==> config.mk <==
export PLATFORM = sky130hd
export DESIGN_NAME = mlf_top
export DESIGN_NICKNAME = d
export VERILOG_FILES = /design/src/design/mlf_pkg.sv /design/src/design/mlf_sync.sv /design/src/design/mlf_detect.sv /design/src/design/mlf_top.sv
export SDC_FILE = /design/constraint.sdc
export NUM_CORES = 1
export LEC_CHECK = 0
export BUFFER_PORTS_ARGS = -buffer_cell sky130_fd_sc_hd__buf_2
export CORE_ASPECT_RATIO = 0.9
export CORE_MARGIN = 2
export CORE_UTILIZATION = 45
export DETAILED_ROUTE_END_ITERATION = 10
export PLACE_DENSITY = 0.69
export SLEW_MARGIN = 40
export SYNTH_ARGS = -nofsm -noshare
export SYNTH_HDL_FRONTEND = slang
export SYNTH_SLANG_ARGS = --single-unit
==> constraint.sdc <==
create_clock -name clock -period 4.1 [get_ports clock]
set_input_delay 0.41 -clock clock [delete_from_list [all_inputs] [get_ports clock]]
set_output_delay 0.41 -clock clock [all_outputs]
set_load 0.02 [all_outputs]
==> src/design/mlf_pkg.sv <==
// Package for the monitor, converter and laser-safety fault block.
// Assumes a byte-wide register port driven by the serial interface logic.
package mlf_pkg;
	// Register offsets
	localparam logic [7:0] MLF_MON_MODE_ADDR = 8'h0A;
	localparam logic [7:0] MLF_BIAS_THR_ADDR = 8'h0B;
	localparam logic [7:0] MLF_PD_THR_ADDR = 8'h0C;
	localparam logic [7:0] MLF_CONV_CTRL_ADDR = 8'h0D;
	localparam logic [7:0] MLF_RES_HIGH_ADDR = 8'h0E;
	localparam logic [7:0] MLF_RES_LOW_ADDR = 8'h0F;
	// Field positions
	localparam int MLF_ANA_PD_FLT_BIT = 2;
	localparam int MLF_DIG_PD_BIT = 1;
	localparam int MLF_DIG_BIAS_BIT = 0;
	localparam int MLF_CONV_OFF_BIT = 7;
	localparam int MLF_OSC_OFF_BIT = 6;
	// Reset value and write masks
	localparam logic [7:0] MLF_REG_RESET = 8'h00;
	localparam logic [7:0] MLF_MODE_MASK = 8'h07;
	localparam logic [7:0] MLF_CONV_MASK = 8'hC3;
	// Converter input selections
	localparam logic [1:0] MLF_SEL_TEMP = 2'h0;
	localparam logic [1:0] MLF_SEL_SUPPLY = 2'h1;
	localparam logic [1:0] MLF_SEL_PD = 2'h2;
	localparam logic [1:0] MLF_SEL_BIAS = 2'h3;
	// Disable negate time
	localparam int MLF_CLK_MHZ = 50;
	localparam int MLF_NEGATE_NS = 1000;
	localparam int MLF_NEGATE_CYC = (MLF_NEGATE_NS * MLF_CLK_MHZ + 999) / 1000;
	localparam logic [7:0] MLF_NEGATE_CNT = 8'(MLF_NEGATE_CYC);
	// Fault supervisor states
	typedef enum logic [1:0] {
		MLF_ST_RUN = 2'b00,
		MLF_ST_FAULT = 2'b01,
		MLF_ST_DISABLED = 2'b10,
		MLF_ST_NEGATE = 2'b11
	} mlf_state_e;
	// Register port request
	typedef struct packed {
		logic wr;
		logic rd;
		logic [7:0] addr;
		logic [7:0] wdata;
	} mlf_req_s;
	// Analog and digital monitor inputs
	typedef struct packed {
		logic bias_cmp;
		logic pd_cmp;
		logic [7:0] bias_meas;
		logic [7:0] pd_meas;
		logic [7:0] pd_setpoint;
		logic [7:0] bias_dac;
	} mlf_mon_s;
endpackage

==> src/design/mlf_sync.sv <==
// Two-flop synchroniser for a pin level.
// Assumes one clock domain on the inside.
`timescale 1ns/100ps
`default_nettype none
module mlf_sync (
	// Clock and reset
	input wire logic clock,
	input wire logic rst,
	// Level in and out
	input wire logic din,
	output logic dout
);
	// First stage, read only by the second
	logic meta_reg;
	logic meta_next;
	logic sync_reg;
	logic sync_next;
	// Next values
	always_comb begin
		meta_next = din;
		sync_next = meta_reg;
	end
	// Stages
	always_ff @(posedge clock) begin
		if (rst) begin
			meta_reg <= 1'b0;
			sync_reg <= 1'b0;
		end else begin
			meta_reg <= meta_next;
			sync_reg <= sync_next;
		end
	end
	assign dout = sync_reg;
endmodule
`default_nettype wire

==> src/design/mlf_detect.sv <==
// Fault condition detector: compares monitors against thresholds.
// Assumes all monitor inputs are already synchronous to clock.
`timescale 1ns/100ps
`default_nettype none
module mlf_detect (
	// Clock and reset
	input wire logic clock,
	input wire logic rst,
	// Configuration
	input wire logic [7:0] mode,
	input wire logic [7:0] bias_thr,
	input wire logic [7:0] pd_thr,
	// Monitors
	input wire mlf_pkg::mlf_mon_s mon,
	// Combined condition
	output logic fault_any
);
	// Previous bias DAC value for step check
	logic [7:0] dac_prev_reg;
	logic [7:0] dac_prev_next;
	logic bias_flt;
	logic pd_flt;
	logic over_flt;
	logic drop_flt;
	logic [8:0] pd_limit;
	// Detection terms
	always_comb begin
		dac_prev_next = mon.bias_dac;
		// RULE9: bias fault modes
		bias_flt = mode[mlf_pkg::MLF_DIG_BIAS_BIT] ? (mon.bias_meas > bias_thr) : mon.bias_cmp;
		// Analog trigger stays armed in digital mode; only its own bit gates it
		// RULE10: photodiode fault modes
		// RULE1: analog trigger gated
		pd_flt = (mode[mlf_pkg::MLF_DIG_PD_BIT] && (mon.pd_meas > pd_thr)) ||
			(mon.pd_cmp && mode[mlf_pkg::MLF_ANA_PD_FLT_BIT]);
		// RULE11: above 150 percent
		pd_limit = {1'b0, mon.pd_setpoint} + {2'b00, mon.pd_setpoint[7:1]};
		over_flt = {1'b0, mon.pd_meas} > pd_limit;
		// RULE12: drop over half step
		drop_flt = {1'b0, mon.bias_dac, 1'b0} < {2'b00, dac_prev_reg};
	end
	// Previous DAC sample
	always_ff @(posedge clock) begin
		if (rst) begin
			dac_prev_reg <= 8'h00;
		end else begin
			dac_prev_reg <= dac_prev_next;
		end
	end
	// RULE18: OR of all conditions
	assign fault_any = bias_flt | pd_flt | over_flt | drop_flt;
endmodule
`default_nettype wire

==> src/design/mlf_top.sv <==
// Monitor configuration, converter registers and laser-safety fault latch.
// Assumes the serial interface delivers single-cycle byte requests on clock.
// Summary of operation
// RULE1: Analog photodiode fault trigger enable bit
// RULE2: Photodiode monitor digital or analog select
// RULE3: Bias monitor digital or analog select
// RULE4: Bias threshold used in digital mode
// RULE5: Photodiode threshold used in digital mode
// RULE6: Converter and oscillator disable bits
// RULE7: Two-bit converter input selection
// RULE8: Ten-bit result read only, split
// RULE9: Bias fault from comparator or threshold
// RULE10: Photodiode fault from comparator or threshold
// RULE11: Fault above 150 percent setpoint
// RULE12: Fault on DAC drop over half
// RULE13: Fault zeroes bias, modulation; latches pin
// RULE14: Host toggles disable or enable long enough
// RULE15: Fault output low while disabled
// RULE16: Resume after negate time if clear
// RULE17: Persisting fault reasserts after disable release
// RULE18: Conditions ORed, latch held until recovery
`timescale 1ns/100ps
`default_nettype none
module mlf_top (
	// Clock and reset
	input wire logic clock,
	input wire logic rst,
	// Register port
	input wire mlf_pkg::mlf_req_s req,
	output logic [7:0] rdata,
	output logic rvalid,
	// Monitors
	input wire mlf_pkg::mlf_mon_s mon,
	// Converter side
	input wire logic [9:0] conv_result,
	input wire logic conv_done,
	output logic conv_off,
	output logic conv_osc_off,
	output logic [1:0] converter_input_select,
	// Safety controls
	input wire logic disable_pin,
	input wire logic internal_enable_bit,
	input wire logic fault_response_enable,
	// Drive gating and fault pin
	output logic bias_enable,
	output logic mod_enable,
	output logic fault_output
);
	// Register storage
	logic [7:0] mode_reg, mode_next;
	logic [7:0] bthr_reg, bthr_next;
	logic [7:0] pthr_reg, pthr_next;
	logic [7:0] cctl_reg, cctl_next;
	logic [9:0] res_reg, res_next;
	logic [7:0] rdata_reg, rdata_next;
	logic rvalid_reg, rvalid_next;
	// Fault supervisor
	mlf_pkg::mlf_state_e st_reg, st_next;
	logic [7:0] cnt_reg, cnt_next;
	logic dis_sync;
	logic fault_any;
	logic off_req;
	// Checker helper: cycles spent in the negate wait
	logic [7:0] neg_cycles_reg, neg_cycles_next;

	// Disable pin comes from outside
	mlf_sync u_sync (
		.clock(clock),
		.rst(rst),
		.din(disable_pin),
		.dout(dis_sync)
	);

	// Condition detector
	mlf_detect u_det (
		.clock(clock),
		.rst(rst),
		.mode(mode_reg),
		.bias_thr(bthr_reg),
		.pd_thr(pthr_reg),
		.mon(mon),
		.fault_any(fault_any)
	);

	// Register writes and reads
	always_comb begin
		mode_next = mode_reg;
		bthr_next = bthr_reg;
		pthr_next = pthr_reg;
		cctl_next = cctl_reg;
		res_next = res_reg;
		rdata_next = rdata_reg;
		rvalid_next = req.rd;
		// Result captured while converter runs
		if (conv_done && !cctl_reg[mlf_pkg::MLF_CONV_OFF_BIT]) begin
			res_next = conv_result;
		end
		if (req.wr) begin
			case (req.addr)
				// RULE2: mode select bits stored
				// RULE3: bias select stored
				mlf_pkg::MLF_MON_MODE_ADDR: begin
					mode_next = req.wdata & mlf_pkg::MLF_MODE_MASK;
				end
				// RULE4: bias threshold
				mlf_pkg::MLF_BIAS_THR_ADDR: begin
					bthr_next = req.wdata;
				end
				// RULE5: photodiode threshold
				mlf_pkg::MLF_PD_THR_ADDR: begin
					pthr_next = req.wdata;
				end
				mlf_pkg::MLF_CONV_CTRL_ADDR: begin
					cctl_next = req.wdata & mlf_pkg::MLF_CONV_MASK;
				end
				// Result registers ignore writes
				default: begin
					cctl_next = cctl_reg;
				end
			endcase
		end
		if (req.rd) begin
			case (req.addr)
				mlf_pkg::MLF_MON_MODE_ADDR: rdata_next = mode_reg;
				mlf_pkg::MLF_BIAS_THR_ADDR: rdata_next = bthr_reg;
				mlf_pkg::MLF_PD_THR_ADDR: rdata_next = pthr_reg;
				mlf_pkg::MLF_CONV_CTRL_ADDR: rdata_next = cctl_reg;
				// RULE8: result split over two
				mlf_pkg::MLF_RES_HIGH_ADDR: rdata_next = res_reg[9:2];
				mlf_pkg::MLF_RES_LOW_ADDR: rdata_next = {6'h00, res_reg[1:0]};
				// Unmapped reads as zero
				default: rdata_next = 8'h00;
			endcase
		end
	end

	// Register file flops
	always_ff @(posedge clock) begin
		if (rst) begin
			mode_reg <= mlf_pkg::MLF_REG_RESET;
			bthr_reg <= mlf_pkg::MLF_REG_RESET;
			pthr_reg <= mlf_pkg::MLF_REG_RESET;
			cctl_reg <= mlf_pkg::MLF_REG_RESET;
			res_reg <= 10'h000;
			rdata_reg <= 8'h00;
			rvalid_reg <= 1'b0;
		end else begin
			mode_reg <= mode_next;
			bthr_reg <= bthr_next;
			pthr_reg <= pthr_next;
			cctl_reg <= cctl_next;
			res_reg <= res_next;
			rdata_reg <= rdata_next;
			rvalid_reg <= rvalid_next;
		end
	end

	// RULE6: converter disable controls
	assign conv_off = cctl_reg[mlf_pkg::MLF_CONV_OFF_BIT];
	assign conv_osc_off = cctl_reg[mlf_pkg::MLF_OSC_OFF_BIT];
	// RULE7: input selection field
	assign converter_input_select = cctl_reg[1:0];
	assign rdata = rdata_reg;
	assign rvalid = rvalid_reg;

	// Recovery request: pin high or enable low
	assign off_req = dis_sync | !internal_enable_bit;

	// Fault supervisor next state
	always_comb begin
		st_next = st_reg;
		cnt_next = cnt_reg;
		case (st_reg)
			mlf_pkg::MLF_ST_RUN: begin
				// RULE13: latch on enabled fault
				if (off_req) begin
					st_next = mlf_pkg::MLF_ST_DISABLED;
				end else if (fault_any && fault_response_enable) begin
					st_next = mlf_pkg::MLF_ST_FAULT;
				end
			end
			mlf_pkg::MLF_ST_FAULT: begin
				// RULE18: held until recovery
				// RULE14: host toggles to clear
				if (off_req) begin
					st_next = mlf_pkg::MLF_ST_DISABLED;
				end
			end
			mlf_pkg::MLF_ST_DISABLED: begin
				cnt_next = mlf_pkg::MLF_NEGATE_CNT;
				// RULE17: persisting fault relatches
				if (!off_req && fault_any && fault_response_enable) begin
					st_next = mlf_pkg::MLF_ST_FAULT;
				end else if (!off_req) begin
					st_next = mlf_pkg::MLF_ST_NEGATE;
				end
			end
			mlf_pkg::MLF_ST_NEGATE: begin
				// RULE16: wait negate time
				if (off_req) begin
					st_next = mlf_pkg::MLF_ST_DISABLED;
				end else if (fault_any && fault_response_enable) begin
					st_next = mlf_pkg::MLF_ST_FAULT;
				end else if (cnt_reg == 8'h01) begin
					st_next = mlf_pkg::MLF_ST_RUN;
				end else begin
					cnt_next = cnt_reg - 8'h01;
				end
			end
			default: begin
				st_next = mlf_pkg::MLF_ST_FAULT;
			end
		endcase
	end

	// Supervisor flops
	always_ff @(posedge clock) begin
		if (rst) begin
			st_reg <= mlf_pkg::MLF_ST_DISABLED;
			cnt_reg <= 8'h00;
		end else begin
			st_reg <= st_next;
			cnt_reg <= cnt_next;
		end
	end

	// RULE13: drive gated off except running
	assign bias_enable = (st_reg == mlf_pkg::MLF_ST_RUN);
	assign mod_enable = (st_reg == mlf_pkg::MLF_ST_RUN);
	// RULE15: pin low while disabled
	assign fault_output = (st_reg == mlf_pkg::MLF_ST_FAULT);

	// RULE13: latch on the next cycle
	AST_FAULT_LATCH: assert property (@(posedge clock) disable iff (rst) // RULE13
		(st_reg == mlf_pkg::MLF_ST_RUN && !off_req && fault_any && fault_response_enable)
		|=> fault_output && !bias_enable && !mod_enable)
		else $error("fault not latched");
	// RULE15: disabled keeps pin low
	AST_DIS_LOW: assert property (@(posedge clock) disable iff (rst) // RULE15
		off_req |=> !fault_output)
		else $error("fault pin high while disabled");
	// RULE18: latch holds without recovery
	AST_HOLD: assert property (@(posedge clock) disable iff (rst) // RULE18
		fault_output && !off_req |=> fault_output)
		else $error("fault latch dropped");
	// RULE16: negate wait length
	AST_NEGATE: assert property (@(posedge clock) disable iff (rst) // RULE16
		$rose(st_reg == mlf_pkg::MLF_ST_NEGATE) |-> !bias_enable [*8])
		else $error("resumed early");
	// RULE17: relatch on persisting fault
	AST_RELATCH: assert property (@(posedge clock) disable iff (rst) // RULE17
		st_reg == mlf_pkg::MLF_ST_DISABLED && !off_req && fault_any && fault_response_enable
		|=> fault_output)
		else $error("persisting fault not relatched");
	// RULE8: low result upper bits zero
	AST_RES_LOW: assert property (@(posedge clock) disable iff (rst) // RULE8
		req.rd && req.addr == mlf_pkg::MLF_RES_LOW_ADDR |=> rvalid && rdata[7:2] == 6'h00)
		else $error("result low reserved bits set");
	// RULE8: result not writable
	AST_RES_RO: assert property (@(posedge clock) disable iff (rst) // RULE8
		!conv_done |=> res_reg == $past(res_reg))
		else $error("result changed without conversion");
	// RULE7: select follows register
	AST_SEL: assert property (@(posedge clock) disable iff (rst) // RULE7
		req.wr && req.addr == mlf_pkg::MLF_CONV_CTRL_ADDR
		|=> converter_input_select == $past(req.wdata[1:0]) && conv_off == $past(req.wdata[7]))
		else $error("converter control not applied");
	// RULE1: analog pd ignored when off
	AST_PD_GATE: assert property (@(posedge clock) disable iff (rst) // RULE1
		st_reg == mlf_pkg::MLF_ST_RUN && !off_req && fault_response_enable
		&& mode_reg == 8'h00 && !mon.bias_cmp && mon.pd_cmp
		&& ({1'b0, mon.pd_meas} <= {1'b0, mon.pd_setpoint} + {2'b00, mon.pd_setpoint[7:1]})
		&& ({1'b0, mon.bias_dac, 1'b0} >= {2'b00, $past(mon.bias_dac)})
		|=> !fault_output)
		else $error("gated analog pd fault latched");

	// Checker helper: count cycles in the negate wait
	always_comb begin
		neg_cycles_next = 8'h00;
		if (st_reg == mlf_pkg::MLF_ST_NEGATE) begin
			neg_cycles_next = neg_cycles_reg + 8'h01;
		end
	end
	// Checker helper flop; a counter keeps the long window cheap to check
	always_ff @(posedge clock) begin
		if (rst) begin
			neg_cycles_reg <= 8'h00;
		end else begin
			neg_cycles_reg <= neg_cycles_next;
		end
	end
	// RULE16: full negate time before resuming
	AST_NEGATE_LEN: assert property (@(posedge clock) disable iff (rst) // RULE16
		st_reg == mlf_pkg::MLF_ST_NEGATE && st_next == mlf_pkg::MLF_ST_RUN
		|-> neg_cycles_reg == mlf_pkg::MLF_NEGATE_CNT - 8'h01)
		else $error("negate wait length wrong");
	// RULE16: drive off while recovery held
	AST_OFF_DRIVE: assert property (@(posedge clock) disable iff (rst) // RULE16
		off_req |=> !bias_enable && !mod_enable)
		else $error("drive on while disabled");
	// RULE4: digital bias threshold trips
	AST_DIG_BIAS: assert property (@(posedge clock) disable iff (rst) // RULE4
		st_reg == mlf_pkg::MLF_ST_RUN && !off_req && fault_response_enable
		&& mode_reg[mlf_pkg::MLF_DIG_BIAS_BIT] && (mon.bias_meas > bthr_reg)
		|=> fault_output)
		else $error("digital bias fault missed");
	// RULE5: digital photodiode threshold trips
	AST_DIG_PD: assert property (@(posedge clock) disable iff (rst) // RULE5
		st_reg == mlf_pkg::MLF_ST_RUN && !off_req && fault_response_enable
		&& mode_reg[mlf_pkg::MLF_DIG_PD_BIT] && (mon.pd_meas > pthr_reg)
		|=> fault_output)
		else $error("digital photodiode fault missed");
	// RULE13: no latch with response off
	AST_NO_RESP: assert property (@(posedge clock) disable iff (rst) // RULE13
		st_reg == mlf_pkg::MLF_ST_RUN && !fault_response_enable |=> !fault_output)
		else $error("fault latched with response off");
	// RULE8: high result byte read back
	AST_RES_HIGH: assert property (@(posedge clock) disable iff (rst) // RULE8
		req.rd && req.addr == mlf_pkg::MLF_RES_HIGH_ADDR |=> rvalid && rdata == $past(res_reg[9:2]))
		else $error("result high byte wrong");
endmodule
`default_nettype wire

; ---- Yosys cells after proc, flatten, opt, wreduce, memory -nomap -nowiden
; Index checks and enable logic that the tools add are counted.
[op_classes]
reduce_logical = 18
mux = 15
n_addsub = 2
n_bitwise = 4
eq_ne = 17
magnitude_cmp = 4
[ops]
columns = operator, count
row1 = "equality test 8 x 4 -> 1 bit, second input constant", 6
row2 = case mux 8 bit (6 select lines), 1
row3 = 2-to-1 mux 8 bit, 3
row4 = > comparator 8 bit, 2
row5 = 2-to-1 mux 2 bit, 8
row6 = case mux 8 bit (2 select lines), 1
row7 = adder 8 x 7 -> 9 bit, 1
row8 = > comparator 8 x 9 -> 1 bit, 1
row9 = less-than comparator 9 x 8 -> 1 bit, 1
row10 = "equality test 8 x 1 -> 1 bit, second input constant", 1
row11 = case mux 2 bit (4 select lines), 1
row12 = AND reduction 2 bit, 4
row13 = AND reduction 4 bit, 2
row14 = "subtractor 8 x 1 -> 8 bit, second input constant", 1
row15 = logical AND 1 bit, 6
row16 = "inequality test 2 bit, second input constant", 3
row17 = "equality test 2 bit, second input constant", 2
row18 = "inequality test 4 bit, second input constant", 1
row19 = OR 1 bit, 4
row20 = zero test 1 bit, 3
row21 = "inequality test 3 x 1 -> 1 bit, second input constant", 1
row22 = "inequality test 3 bit, second input constant", 1
row23 = "equality test 2 x 1 -> 1 bit, second input constant", 1
row24 = zero test 2 bit, 1
row25 = other kinds (4), 4
[word_totals]
out_inout_bits = 16
elab_cells = 72
input_bits = 68
reg_bits = 62

; ---- Logic depth before layout (Yosys ltp)
[depth]
depth_word = 10
depth_mapped = 17
ltp_nobuf = 16

; ---- Cells and area by module
; From an unflattened synthesis, not the netlist that was laid out.
[hier_totals]
hier_cells = 422
hier_area_um2 = 3708.6
[by_module_without_submodules]
columns = mod, area_per_inst_um2, cells_per_inst, seq_area_each_um2, instances
row1 = mlf_top, 2376.0, 259, 1041.0, 1
row2 = mlf_detect, 1280.0, 159, 160.2, 1
row3 = mlf_sync, 52.6, 4, 40.0, 1

; ---- Worst setup path before layout
; Ideal clock, no wire load.
[synth_path]
kind = in2reg
start = input port mon[8] (netlist name)
end = register cnt_reg[2]
arrival_time_ns = 3.315
path_stages = 16
t_required_ns = 3.985
path_buffers = 1
path_slack_ns = 0.671
setup_ns = 0.115
cell_sequence = ha_1 inv_1 fa_1 nor2b_1 o31a_1 o22ai_1 xnor2_1 ha_1 a22o_1 nor4_1 o221ai_1 o2111a_2 o41a_1 buf_2 o31a_1 o21a_1
[synth_via]
elab_chain_len = 7
[synth_lines]
columns = element, line
row1 = start: declaration, mlf_top.sv:33  ; input wire mlf_pkg::mlf_mon_s mon,
row2 = adder 8 x 7 -> 9 bit, mlf_detect.sv:37  ; pd_limit = {1'b0, mon.pd_setpoint} + {2'b00, mon.pd_setpoint[7:1]};
row3 = > comparator 8 x 9 -> 1 bit, mlf_detect.sv:38  ; over_flt = {1'b0, mon.pd_meas} > pd_limit;
row4 = OR 1 bit (2 in a row), mlf_detect.sv:51  ; assign fault_any = bias_flt | pd_flt | over_flt | drop_flt;
row5 = logical AND 1 bit, mlf_top.sv:202  ; end else if (fault_any && fault_response_enable) begin
row6 = inequality test 2 bit (no line), n/a
row7 = AND reduction 4 bit (no line), n/a
row8 = end signal: assignment, mlf_top.sv:223  ; cnt_reg <= cnt_next;
row9 = end: declaration, mlf_top.sv:59  ; logic [7:0] cnt_reg, cnt_next;
; Every way passes these cells.
; A chain may end at the register's enable or synchronous reset.

; ---- Final worst setup path
[layout_path]
start = input port mon[9] (netlist name)
end = register cnt_reg[4]
; Same word-level chain as after synthesis.

==> summary.txt <==
Floorplan
  • Core ar.: roughly 7700 µm²
  • Die height: 88.78 µm
  • Area of the die: 8717 µm²
  • Row Count: 30
  • Die Span X: approximately 100 µm
  • Initial Util: 0.4693
  • # IOs: 84

Setup path
  • Crit path arrival time: 3.74 ns
  • Reg-to-Reg Start: bthr_reg[7]
  • Worst setup SP type: input pin
  • Crit path capture type: flip-flop
  • WP data required: 4.37 ns
  • R2r worst-path depth: 9
  • R2r setup slk: 1.29 ns
  • Reg2reg end: cnt_reg[4]
  • Worst setup path class: in -> reg
  • CP max FO: 3

Synth
  • Area contributors post-synth: dfxtp_1 (35%), ha_1 (14%), a21oi_1 (8.1%), nand2_1 (7.4%), inv_1 (3.8%)
  • Mapped cell area: around 3600 µm²
  • Top-count cell post-synth: nand2_1
  • Async SR Flop Fraction: 0
  • Syn nets: 562
  • Avg Cell Area, Syn: 7.950 µm²
  • Seq/Total Area, Yosys: 0.3454
  • Most common flop cell mapped by yosys: dfxtp_1
  • Synth Register Bits: 62
  • YS warnings: 0
  • Leading cell types by count after synthesis: nand2_1 (71), dfxtp_1 (62), a21oi_1 (58)
  • Cell taking the most area after synthesis: dfxtp_1
  • Post-Synthesis Cells: 452
  • Post-synth EDFFs: 0
  • Post-synthesis cell type count: 51
  • Share of Yosys cell area claimed by the top area cell type: 0.3454

Route
  • Total number of vias: 3,466
  • DR vias/cell: 5.484
  • WL per Instance: 14.36 µm
  • # DRC: 0
  • DRT Wirelength: 9075 µm
  • DRT Pass-1 Iters: 6
  • Initial DRC count: 331
  • DRT antenna net count: 0

Clock tree
  • CTS Buf Count: 9
  • Hold-fix buffers, CTS: 0
  • Max H-tree Level: 3
  • CTS Root Buffer Type: clkbuf_8
  • Clock Sinks: 62
  • Max clock buf depth: 2
  • Postcts setup bufs: 0
  • CTS tree: done
  • Cts repair resizes: 0
  • Clock Pin Slew Worst Setup and Hold Paths: 0.08 ns
  • Clk Latency, worst-skew pair: 0.35 ns

Power
  • Net Sw Frac: 0.2706
  • Flop pwr share: 0.421
  • Clock Power Share: 0.421
  • Internal power: approximately 1.1 mW
  • Leak: 1.794 nW
  • Logic pwr share: 0.158
  • Sw power: 0.4030 mW
  • Pwr/cell area: 345.0 nW/µm²
  • VDD IR max: 0.0002283 V

Global route
  • Overflow after GRT: 0
  • Global-route usage over all layers: 0.2076
  • Antenna violations before repair: 0
  • Largest net degree at the start of global routing: 62
  • First-pass GRT wire length: between 10,000 and 15,000 µm
  • Vias in the first global route: 3,092

Worst hold path
  • Worst hold path type: in -> reg
  • Worst hold start: mon[4]
  • Worst Hold Depth: 2
  • Hold EP: u_det.dac_prev_reg[4]

Timing
  • RSZ-0062 raised after global routing: false
  • Final count of negative-setup-slack endpoints: 0
  • Final hold viol count: 0
  • Setup_tns: 0 ns
  • Hold Slack: 0.2934 ns
  • Peak Freq: 288.1 MHz
  • Fin. max-slew vios: 0
  • Relative slew slack: 0.4965
  • Tightest Pin Transition: 0.7496 ns
  • Tcrit/Tclk final: 0.8466
  • Fin crit period: 3.471 ns
  • Final Skew: roughly 0.014 ns

Layout
  • Non-filler cells, final: roughly 630
  • Area growth from synthesis to layout: 20.13%
  • Max reg flops: 10
  • Nets: 641
  • Share of cells above drive strength 1: 0.1996
  • Diode count: 0

Run status
  • Status: completed

Placed design
  • PortBufs: 83
  • Placed insts: between 600 and 700
  • GP Congestion: 0.9236
  • HPWL Detailed: ~6900 µm

Run
  • Max_cap viols: 0
==> worst max-delay path, cell delays in order <==
cell and delay (ns):
buf_2 0.10, ha_1 0.16, inv_1 0.06, fa_1 0.39
nor2b_1 0.15, o31a_1 0.15, o22ai_1 0.11, xnor2_1 0.14
ha_1 0.31, a22o_1 0.22, nor4_1 0.20, o221ai_1 0.18
o2111a_2 0.16, o41a_1 0.35, or4_1 0.48, a31oi_1 0.16
==> through the flow <==
stage               power (mW)  utilization  instance area, µm²  worst slack (ns)
finish                   1.489       0.5637                4317            0.6290
global route             1.558       0.5637                4317            0.2871
CTS                      1.493       0.5637                4317            0.6540
detailed placement      0.8743       0.5335                4085            0.3090
global placement        0.8644       0.5325                4078            0.4414
floorplan               0.7921            -                3593            0.6709
==> worst max path at each step <==
stage               slack, ns  depth (start not counted)  startpoint    endpoint
finish                   0.63                         16      mon[9]  cnt_reg[4]
global route             0.29                         17      mon[9]  cnt_reg[6]
CTS                      0.65                         17      mon[9]  cnt_reg[6]
detailed placement       0.31                         16      mon[9]  cnt_reg[4]
global placement         0.44                         17      mon[9]  cnt_reg[2]
floorplan                0.67                         16      mon[8]  cnt_reg[2]
==> area by class of cell <==
cell class / instances / area [µm²]
Sequential cell: 62 / 1241
Fill cell: 718 / 3341
Clock buffer: 10 / 137.6
Tap cell: 96 / 120.1
Clock inverter: 6 / 93.84
Multi-Input combinational cell: 335 / 2145
Inverter: 37 / 138.9
Timing Repair Buffer: 86 / 440.4
==> cells by family after synthesis <==
| kind of cell | synth area share |
|---|---|
| fa+ha+maj | 0.1483 |
| xor+xnor | 0.01219 |
| buf+inv | 0.05919 |
| compound gates | 0.1950 |
| simple gates | 0.2288 |
| mux | 0.01114 |
| flops | 0.3454 |
==> layout by cell type (no fill, tap or decap), types with 3 or more instances in the layout <==
| master | instances |
|---|---|
| buf_4 | 4 |
| or3_1 | 6 |
| a21o_1 | 7 |
| a31oi_1 | 4 |
| mux2i_1 | 4 |
| nand3_1 | 20 |
| nor2_1 | 29 |
| ha_1 | 41 |
| nor3_1 | 7 |
| a21oi_1 | 58 |
| or4_1 | 4 |
| o211ai_1 | 3 |
| nand4_1 | 7 |
| o21a_1 | 3 |
| nand2b_1 | 3 |
| dfxtp_1 | 62 |
| clkbuf_8 | 10 |
| nand2_1 | 71 |
| o21ai_0 | 7 |
| inv_1 | 36 |
| nor4_1 | 4 |
| buf_2 | 82 |
| a222oi_1 | 7 |
| nor2b_1 | 16 |
| xnor2_1 | 4 |
==> per-layer routing <==
layer | wire [µm] | vias to the layer above | track usage
li1 | - | 1761 | -
met1 | 4399 | 1568 | 0.2959
met2 | 3840 | 121 | 0.3113
met3 | 643 | 16 | 0.03791
met4 | 191 | 0 | 0.08717
met5 | 0 | - | 0
==> power groups by stage <==
stage,combinational [mW],clock [mW],sequential [mW]
3_3_place_gp,0.224,0,0.640
3_5_place_dp,0.233,0,0.641
4_1_cts,0.235,0.631,0.627
6_report,0.235,0.626,0.627
5_1_grt,0.268,0.660,0.629
2_1_floorplan,0.153,0,0.639
Power figures use the tool's default switching activity.
